File: src/hw/idac_update_pkg.sv
// Constants, register map and carriers for the current DAC update control.
// Assumes a plain byte-wide register port on a single system clock.
`default_nettype none
package idac_update_pkg;
  localparam int ADDR_W = 2;
  localparam logic [1:0] OFF_CONTROL = 2'h0;
  localparam logic [1:0] OFF_UPPER = 2'h1;
  localparam logic [1:0] OFF_LOWER = 2'h2;
  localparam int SRC_LSB = 4;
  localparam int SRC_MSB = 6;
  localparam int RNG_LSB = 0;
  localparam int RNG_MSB = 1;
  localparam int LOW_LSB = 6;
  localparam logic [2:0] SRC_TMR0 = 3'h0;
  localparam logic [2:0] SRC_TMR3 = 3'h3;
  localparam logic [2:0] SRC_RISE = 3'h4;
  localparam logic [2:0] SRC_FALL = 3'h5;
  localparam logic [2:0] SRC_BOTH = 3'h6;
  localparam logic [1:0] RNG_2MA = 2'h2;
  localparam logic [1:0] RNG_1MA = 2'h1;
  localparam logic [1:0] RNG_HALF = 2'h0;
  localparam logic [7:0] CONTROL_RESET = 8'h72;
  localparam logic [7:0] BYTE_RESET = 8'h00;
  localparam logic [9:0] WORD_RESET = 10'h000;
  // One-hot full-scale drive to the analog stage
  typedef struct packed {
    logic sel_2ma;
    logic sel_1ma;
    logic sel_half;
  } fullscale_t;
  typedef struct packed {
    logic [9:0] word;
    fullscale_t fullscale;
  } dac_drive_t;
endpackage
`default_nettype wire

File: src/hw/idac_update_control.sv
// Update control for a 10-bit current DAC: data byte registers, update source and range.
// Assumes timer overflow pulses come from logic on mclk; convert start is an async pin.
//
// Contract
// - Source codes 000 to 011 hold data writes until an overflow of timer 0 to 3 copies the word.
// - Source codes 100, 101 and 110 hold data writes until the chosen convert start edge.
// - On that edge both data bytes are loaded together into the DAC input latches.
// - The word is left-justified: upper byte is bits 9 to 2, lower bits 7 and 6 are bits 1 and 0.
// - Range 1x gives 2 mA, 01 gives 1 mA and 00 gives 0.5 mA full scale.
// - After reset the range selects 2 mA until software changes it.
//
// Design decisions made here: the plain strobed port and the placing of the registers.
`default_nettype none
module idac_update_control (
  // Clock and reset
  input wire logic mclk,
  input wire logic rstn,
  // Register port
  input wire logic [idac_update_pkg::ADDR_W-1:0] reg_addr,
  input wire logic [7:0] reg_wdata,
  input wire logic reg_wr,
  input wire logic reg_rd,
  output logic [7:0] reg_rdata,
  // Update triggers
  input wire logic [3:0] timer_overflow,
  input wire logic convert_start_input,
  // Analog stage
  output var idac_update_pkg::dac_drive_t dac_drive,
  output logic dac_update
);
  logic [7:0] control_ff;
  logic [7:0] upper_ff;
  logic [7:0] lower_ff;
  logic [9:0] word_ff;
  logic [7:0] rdata_ff;
  logic [2:0] cs_sync_ff;
  logic [2:0] cs_armed_ff;
  logic update_ff;
  logic [2:0] src;
  logic [1:0] rng;
  logic rise;
  logic fall;
  logic nxt_update;
  idac_update_pkg::fullscale_t fs_ff;
  idac_update_pkg::fullscale_t nxt_fs;

  assign src = control_ff[idac_update_pkg::SRC_MSB:idac_update_pkg::SRC_LSB];
  assign rng = control_ff[idac_update_pkg::RNG_MSB:idac_update_pkg::RNG_LSB];

  // Bits outside the source and range fields are plain read/write storage
  always_ff @(posedge mclk) begin
    if (!rstn) begin
      control_ff <= idac_update_pkg::CONTROL_RESET;
    end else if (reg_wr && reg_addr == idac_update_pkg::OFF_CONTROL) begin
      control_ff <= reg_wdata;
    end
  end

  // Data bytes take every write; only a trigger moves them into the latch word
  always_ff @(posedge mclk) begin
    if (!rstn) begin
      upper_ff <= idac_update_pkg::BYTE_RESET;
      lower_ff <= idac_update_pkg::BYTE_RESET;
    end else if (reg_wr) begin
      if (reg_addr == idac_update_pkg::OFF_UPPER) begin
        upper_ff <= reg_wdata;
      end
      if (reg_addr == idac_update_pkg::OFF_LOWER) begin
        lower_ff <= reg_wdata;
      end
    end
  end

  // Third stage only feeds the edge detect; stage 0 is read by stage 1 alone
  always_ff @(posedge mclk) begin
    if (!rstn) begin
      cs_sync_ff <= 3'h0;
    end else begin
      cs_sync_ff <= {cs_sync_ff[1:0], convert_start_input};
    end
  end
  // Edges stay masked until the chain holds real pin samples, so a pin that
  // idles high gives no false rising edge right after reset
  always_ff @(posedge mclk) begin
    if (!rstn) begin
      cs_armed_ff <= 3'h0;
    end else begin
      cs_armed_ff <= {cs_armed_ff[1:0], 1'b1};
    end
  end
  assign rise = cs_armed_ff[2] && cs_sync_ff[1] && !cs_sync_ff[2];
  assign fall = cs_armed_ff[2] && !cs_sync_ff[1] && cs_sync_ff[2];

  always_comb begin
    nxt_update = 1'b0;
    if (src <= idac_update_pkg::SRC_TMR3) begin
      nxt_update = timer_overflow[src[1:0]];
    end else if (src == idac_update_pkg::SRC_RISE) begin
      nxt_update = rise;
    end else if (src == idac_update_pkg::SRC_FALL) begin
      nxt_update = fall;
    end else if (src == idac_update_pkg::SRC_BOTH) begin
      nxt_update = rise || fall;
    end
  end

  // Code 111 never updates; the latches keep their word
  always_ff @(posedge mclk) begin
    if (!rstn) begin
      word_ff <= idac_update_pkg::WORD_RESET;
      update_ff <= 1'b0;
    end else begin
      update_ff <= nxt_update;
      if (nxt_update) begin
        word_ff <= {upper_ff, lower_ff[7:idac_update_pkg::LOW_LSB]};
      end
    end
  end

  // Range 11 also gives 2 mA, so the top bit alone picks it
  always_comb begin
    nxt_fs = '0;
    if (rng[1]) begin
      nxt_fs.sel_2ma = 1'b1;
    end else if (rng == idac_update_pkg::RNG_1MA) begin
      nxt_fs.sel_1ma = 1'b1;
    end else begin
      nxt_fs.sel_half = 1'b1;
    end
  end

  always_ff @(posedge mclk) begin
    if (!rstn) begin
      fs_ff <= '{sel_2ma: 1'b1, sel_1ma: 1'b0, sel_half: 1'b0};
    end else begin
      fs_ff <= nxt_fs;
    end
  end

  always_ff @(posedge mclk) begin
    if (!rstn) begin
      rdata_ff <= 8'h00;
    end else if (reg_rd) begin
      unique case (reg_addr)
        idac_update_pkg::OFF_CONTROL: rdata_ff <= control_ff;
        idac_update_pkg::OFF_UPPER: rdata_ff <= upper_ff;
        idac_update_pkg::OFF_LOWER: rdata_ff <= lower_ff;
        default: rdata_ff <= 8'h00;
      endcase
    end else begin
      rdata_ff <= 8'h00;
    end
  end

  assign reg_rdata = rdata_ff;
  assign dac_drive = '{word: word_ff, fullscale: fs_ff};
  assign dac_update = update_ff;

  // Trigger decode and the latch word
  a_timer_copy: assert property (@(posedge mclk) disable iff (!rstn)
    (src <= idac_update_pkg::SRC_TMR3 && timer_overflow[src[1:0]]) |=> (dac_update &&
      word_ff == {$past(upper_ff), $past(lower_ff[7:idac_update_pkg::LOW_LSB])}))
    else $error("timer overflow did not copy word");
  a_timer_other: assert property (@(posedge mclk) disable iff (!rstn)
    (src <= idac_update_pkg::SRC_TMR3 && !timer_overflow[src[1:0]]) |=> !dac_update)
    else $error("update without selected timer overflow");
  a_hold_writes: assert property (@(posedge mclk) disable iff (!rstn)
    !dac_update |-> $stable(word_ff))
    else $error("dac word changed without update");
  a_edge_quiet: assert property (@(posedge mclk) disable iff (!rstn)
    (src >= idac_update_pkg::SRC_RISE && cs_sync_ff[1] == cs_sync_ff[2]) |=> !dac_update)
    else $error("pin source updated without an edge");
  a_idle_source: assert property (@(posedge mclk) disable iff (!rstn)
    (&src) |=> !dac_update)
    else $error("idle source code updated the word");
  a_rise_update: assert property (@(posedge mclk) disable iff (!rstn)
    (src == idac_update_pkg::SRC_RISE && cs_armed_ff[2] && cs_sync_ff[1] && !cs_sync_ff[2])
      |=> dac_update)
    else $error("rising edge missed");
  a_fall_update: assert property (@(posedge mclk) disable iff (!rstn)
    (src == idac_update_pkg::SRC_FALL && cs_armed_ff[2] && !cs_sync_ff[1] && cs_sync_ff[2])
      |=> dac_update)
    else $error("falling edge missed");
  a_both_update: assert property (@(posedge mclk) disable iff (!rstn)
    (src == idac_update_pkg::SRC_BOTH && cs_armed_ff[2] && cs_sync_ff[1] != cs_sync_ff[2])
      |=> dac_update)
    else $error("edge missed in both-edge mode");
  a_edge_load: assert property (@(posedge mclk) disable iff (!rstn)
    dac_update |-> word_ff[9:2] == $past(upper_ff))
    else $error("upper byte not loaded");
  a_left_justify: assert property (@(posedge mclk) disable iff (!rstn)
    dac_update |-> word_ff[1:0] == $past(lower_ff[7:idac_update_pkg::LOW_LSB]))
    else $error("lower bits misplaced");
  a_reset_word: assert property (@(posedge mclk)
    !rstn |=> (dac_drive.word == idac_update_pkg::WORD_RESET && !dac_update))
    else $error("word or update pulse not cleared by reset");

  // Full-scale range
  a_range_map: assert property (@(posedge mclk) disable iff (!rstn)
    ##1 (fs_ff.sel_2ma == $past(rng[1]) &&
      fs_ff.sel_half == ($past(rng) == idac_update_pkg::RNG_HALF)))
    else $error("full scale mismatch");
  a_one_ma: assert property (@(posedge mclk) disable iff (!rstn)
    ##1 (fs_ff.sel_1ma == ($past(rng) == idac_update_pkg::RNG_1MA)))
    else $error("1 mA select mismatch");
  a_fs_onehot: assert property (@(posedge mclk) disable iff (!rstn)
    $onehot(fs_ff))
    else $error("full scale select not one-hot");
  a_reset_range: assert property (@(posedge mclk)
    !rstn |=> (fs_ff.sel_2ma && rng == idac_update_pkg::RNG_2MA))
    else $error("range not 2 mA after reset");

  // Register read port
  a_read_upper: assert property (@(posedge mclk) disable iff (!rstn)
    (reg_rd && reg_addr == idac_update_pkg::OFF_UPPER) |=> reg_rdata == $past(upper_ff))
    else $error("upper byte read back wrong");
  a_read_idle: assert property (@(posedge mclk) disable iff (!rstn)
    !reg_rd |=> reg_rdata == idac_update_pkg::BYTE_RESET)
    else $error("read data not zero outside a read");

  c_timer: cover property (@(posedge mclk) disable iff (!rstn)
    src == idac_update_pkg::SRC_TMR0 ##1 dac_update);
  c_fall: cover property (@(posedge mclk) disable iff (!rstn)
    src == idac_update_pkg::SRC_FALL ##1 dac_update);
  c_both: cover property (@(posedge mclk) disable iff (!rstn)
    src == idac_update_pkg::SRC_BOTH ##1 dac_update);
  c_half: cover property (@(posedge mclk) disable iff (!rstn) fs_ff.sel_half);
  c_one_ma: cover property (@(posedge mclk) disable iff (!rstn) fs_ff.sel_1ma);
endmodule // idac_update_control
`default_nettype wire

File: config.mk
export PLATFORM = sky130hd
export DESIGN_NAME = idac_update_control
export DESIGN_NICKNAME = d
export VERILOG_FILES = /design/src/hw/idac_update_pkg.sv /design/src/hw/idac_update_control.sv
export SDC_FILE = /design/constraint.sdc
export NUM_CORES = 1
export LEC_CHECK = 0
export BUFFER_PORTS_ARGS = -buffer_cell sky130_fd_sc_hd__buf_2
export CAP_MARGIN = 20
export CORE_UTILIZATION = 45
export CTS_BUF_LIST = sky130_fd_sc_hd__clkbuf_8
export CTS_CLUSTER_SIZE = 25
export DETAILED_ROUTE_END_ITERATION = 8
export GPL_ROUTABILITY_DRIVEN = 0
export PLACE_DENSITY = 0.65
export SLEW_MARGIN = 20
export SYNTH_ARGS = -nofsm -noshare
export SYNTH_HDL_FRONTEND = slang
export SYNTH_SLANG_ARGS = --single-unit
File: constraint.sdc
create_clock -name mclk -period 1.73 [get_ports mclk]
set_clock_uncertainty 0.1 [all_clocks]
set_input_delay 0.0865 -clock mclk [delete_from_list [all_inputs] [get_ports mclk]]
set_output_delay 0.0865 -clock mclk [all_outputs]
set_load 0.01 [all_outputs]
Yosys cells after proc, flatten, opt, wreduce, memory -nomap -nowiden
Cells that the tools add are included.
{ "classes": {"n_lt_le_gt_ge": 2, "eq_ne": 6, "mux": 11, "bitwise_logic": 1, "n_reduce_logical": 13} }
{ "ops": {"columns": ["cell", "n"], "rows": [
  ["case mux 8 bit (3 select lines)", 1],
  ["equality test 3 bit, second input constant", 3],
  ["2-to-1 mux 1 bit", 9],
  ["AND reduction 2 bit", 3],
  ["logical AND 1 bit", 5],
  ["equality test 2 x 1 -> 1 bit, second input constant", 2],
  ["<= comparator 3 x 2 -> 1 bit, second input constant", 1],
  ["less-than comparator 2 x 3 -> 1 bit, second input constant", 1],
  ["binary-select mux 1 bit (select 2 bit)", 1],
  ["equality test 2 bit, second input constant", 1],
  ["zero test 1 bit", 2],
  ["zero test 2 bit", 1],
  ["OR reduction 2 bit", 1],
  ["logical OR 1 bit", 1],
  ["NOT 1 bit", 1]
]} }
{ "totals": {"reg_bits": 52, "inputBits": 19} }

Longest topological paths before layout
{ "logic_depth": {"depth_word": 8, "mapped_depth": 5} }

Worst setup path before layout
Ideal clock, no wire load.
{ "synth_path": {"kind": "register -> register", "startpoint": "register control_ff[4]", "endpoint": "register word_ff[1]", "arrival_ns": 1.192, "slack_ns": 0.366, "stages_incl_launch_ff": 5, "synth_period_minus_slack_ns": 1.364, "cell_sequence": "dfxtp_1 nor4bb_1 o311a_4 buf_12 mux2i_1"} }
{ "synth_between": {"elab_chain_cells": 5, "elab_cells_between_ends": 10, "classes_between": "order compare (1); eq/ne (3); mux (6)"} }
{ "synth_rtl": {"columns": ["element", "line", "source"], "rows": [
  ["from (decl)", "idac_update_control.sv:31", "logic [7:0] control_ff;"],
  ["from (signal assigned)", "idac_update_control.sv:53", "control_ff <= idac_update_pkg::CONTROL_RESET;"],
  ["from (signal assigned)", "idac_update_control.sv:55", "control_ff <= reg_wdata;"],
  ["equality test 3 bit", "idac_update_control.sv:102", "end else if (src == idac_update_pkg::SRC_BOTH) begin"],
  ["2-to-1 mux 1 bit", "idac_update_control.sv:102", null],
  ["2-to-1 mux 1 bit", "idac_update_control.sv:100", "end else if (src == idac_update_pkg::SRC_FALL) begin"],
  ["2-to-1 mux 1 bit", "idac_update_control.sv:98", "end else if (src == idac_update_pkg::SRC_RISE) begin"],
  ["2-to-1 mux 1 bit (*)", "idac_update_control.sv:96", "if (src <= idac_update_pkg::SRC_TMR3) begin"],
  ["to (signal assigned)", "idac_update_control.sv:110", "word_ff <= idac_update_pkg::WORD_RESET;"],
  ["to (signal assigned)", "idac_update_control.sv:115", "word_ff <= {upper_ff, lower_ff[7:idac_update_pkg::LOW_LSB]};"],
  ["to (decl)", "idac_update_control.sv:34", "logic [9:0] word_ff;"]
]} }
Mark *: on every way between the ends. The rest lies on a longest branch, timed or not. The select of a mux whose other input is x is not followed.
A chain may end at the register's enable or synchronous reset.

Worst setup path after layout
{ "layout_path": {"startpoint": "register control_ff[4]", "endpoint": "register word_ff[6]"} }
The elaborated chain is that of the path after synthesis.

==> results.json <==
{
  "worstSetupPathType": "reg2reg",
  "synth_seq_cells": 52,
  "areaGrowthSynthToFinish_pct": 21.5,
  "yosysWarningCount": 0,
  "port_buffers": 40,
  "maxCapViolations": 0,
  "crit_family": "flip-flops",
  "layout_common_cells": "dfxtp_1, buf_2, nand2_1",
  "power.density_nw_per_um2": 851,
  "cts.sinks": 52,
  "ant_nets": 0,
  "initialDrtViolationCount": 47,
  "die_x_um": 69.3,
  "period_share": 0.901,
  "synthCells": 213,
  "cts.clk_slew.worst_paths_ps": 90,
  "slew_violations": 0,
  "max_stage_delay_ps": 460,
  "fmax_ghz": 0.642,
  "dieArea_sq_um": 4800,
  "crit_required_ps": 1860,
  "hp-class": "in2reg",
  "relSlewSlack": 0.761,
  "tritoncts": "done",
  "start_util": 0.468,
  "cp-end-kind": "flop",
  "p_leak_uw": 0.00107,
  "synthesis.area_sq_um": 2040,
  "slowest_stage": "dfxtp_1",
  "grt_pass1_wl_um": 6550,
  "fillers": 393,
  "worstPathArrival_ps": 1690,
  "grt_antenna_before_repair": 0,
  "start_kind": "flop",
  "cts-buffers-inserted": 5,
  "pin_count": 41,
  "grtUsageTotal": 0.174,
  "syn_nets": 232,
  "antenna_cells": 0,
  "num-nets-final": 283,
  "dp_hpwl_um": 2830,
  "rsz0062_at_grt": "false",
  "tightestPinTransition_ps": 358,
  "num_vias": 1526,
  "cts_max_path_buffers": 2,
  "htreeDepth": 2,
  "clock_latency_ps": 300,
  "row_count": 24,
  "setup-tns-final_ps": 0,
  "drc_errors": 0,
  "min_period_ps": 1560,
  "clk_root_buffer_cell": "clkbuf_8",
  "drt_pass1_iterations": 4,
  "fin_hold_ws_ps": 54.0,
  "coreArea_sq_um": 4350,
  "crit_chain": "nor4bb_1 > o311a_4 > mux2i_1",
  "die_h_um": 69.3,
  "synthDistinctLibCells": 20,
  "avgSynthCellArea_sq_um": 9.56,
  "seq_area_frac_synth": 0.511,
  "cp_max_fo": 11,
  "layout-drive-gt1-share": 0.219,
  "status": "finished, final reports clean",
  "wl_um": 4020,
  "grt_max_degree": 24,
  "grt_pass1_vias": 1441,
  "grt_overflow": 0,
  "critPathBufInv": 0,
  "viasPerCell": 4.81,
  "setup_viol": 0,
  "wire_per_inst_um": 12.7,
  "post_cts_resized": 0,
  "vdd.ir_drop.worst_uv": 481,
  "hold_viol_final": 0,
  "final_common_cell": "dfxtp_1"
}
routing by layer:
metal / track usage / vias up / share of wire
li1: - / 804 / -
met1: 0.211 / 684 / 0.47
met2: 0.297 / 32 / 0.48
met3: 0.0480 / 6 / 0.035
met4: 0.0612 / 0 / 0.014
met5: 0 / - / 0
registers in the layout (all words and copies together) (netlist names):
name	cells
dac_drive	3
control_ff	8
upper_ff	8
lower_ff	8
cs_sync_ff	3
dac_update	1
cs_armed_ff	3
word_ff	10
reg_rdata	8
path summary, 6_finish.rpt:
check,slack (ps),start,cells past startpoint,end
setup / recovery,170,control_ff[4],3,word_ff[6]
setup reg to reg,170,control_ff[4],3,word_ff[6]
hold / removal,50,reg_wr,3,upper_ff[0]
hold reg to reg,340,cs_armed_ff[0],1,cs_armed_ff[1]
final cells by class:
class,instances,area [sq um],share of cell area
clock buffer,5,68.8,0.0278
multi-input combinational,145,911,0.368
sequential,52,1040,0.421
clock inverter,3,18.8,0.00759
inverter,2,7.51,0.00304
timing repair buffer,58,360,0.146
tap,52,65.1,0.0263
worst min-delay path, cell delays in order:
cell and delay [ps]:
buf_2 170, nand3_1 100, a21boi_0 60
power by group:
group,switching (uW),internal (uW)
Combinational,97.5,93.8
Clock,386,282
Sequential,17.4,1230
cell families (layout without fill, tap and decap cells):
family                 count (synthesis)  count (layout)  share of synthesized area
multiplexers                          33              33                      0.162
flip-flops                            52              52                      0.511
AND/OR/NAND/NOR                       90              90                      0.206
buffers and inverters                 16              68                     0.0412
AO/OA/AOI/OAI                         22              22                     0.0793
Yosys cell counts:
cell	n	area (sq um)
dfxtp_1	52	1040
nor2b_1	13	81.3
clkbuf_1	7	26.3
o211ai_1	2	15.0
nand3b_1	2	15.0
a2bb2oi_2	1	15.0
nand2b_1	2	12.5
buf_2	6	30.0
mux2i_1	33	330
o311a_4	1	21.3
and2_1	6	37.5
nor2_1	21	78.8
nand3_1	9	45.0
a21boi_0	8	60.1
nor4bb_1	1	10.0
buf_12	1	20.0
inv_1	2	7.51
a21oi_1	10	50.1
nand2_1	35	131
nor3b_1	1	7.51
through the flow:
step / power, uW / worst slack [ps] / utilization / std cells / instance area (sq um)
CTS: 2120 / 176 / 0.568 / 317 / 2470
floorplan: 1380 / 366 / - / 213 / 2040
global route: 2200 / 96.6 / 0.568 / 317 / 2470
finish: 2100 / 172 / 0.568 / 317 / 2470
global placement: 1440 / 285 / 0.525 / 299 / 2280
detailed placement: 1450 / 211 / 0.525 / 299 / 2280
repair_timing:
item | in CTS | in global routing
setup buffers | 0 | 0
hold buffers | 10 | 0
endpoints found under the setup margin | 0 | 0
endpoints found under the hold margin | 23 | 0
Power figures use the tool's default switching activity.
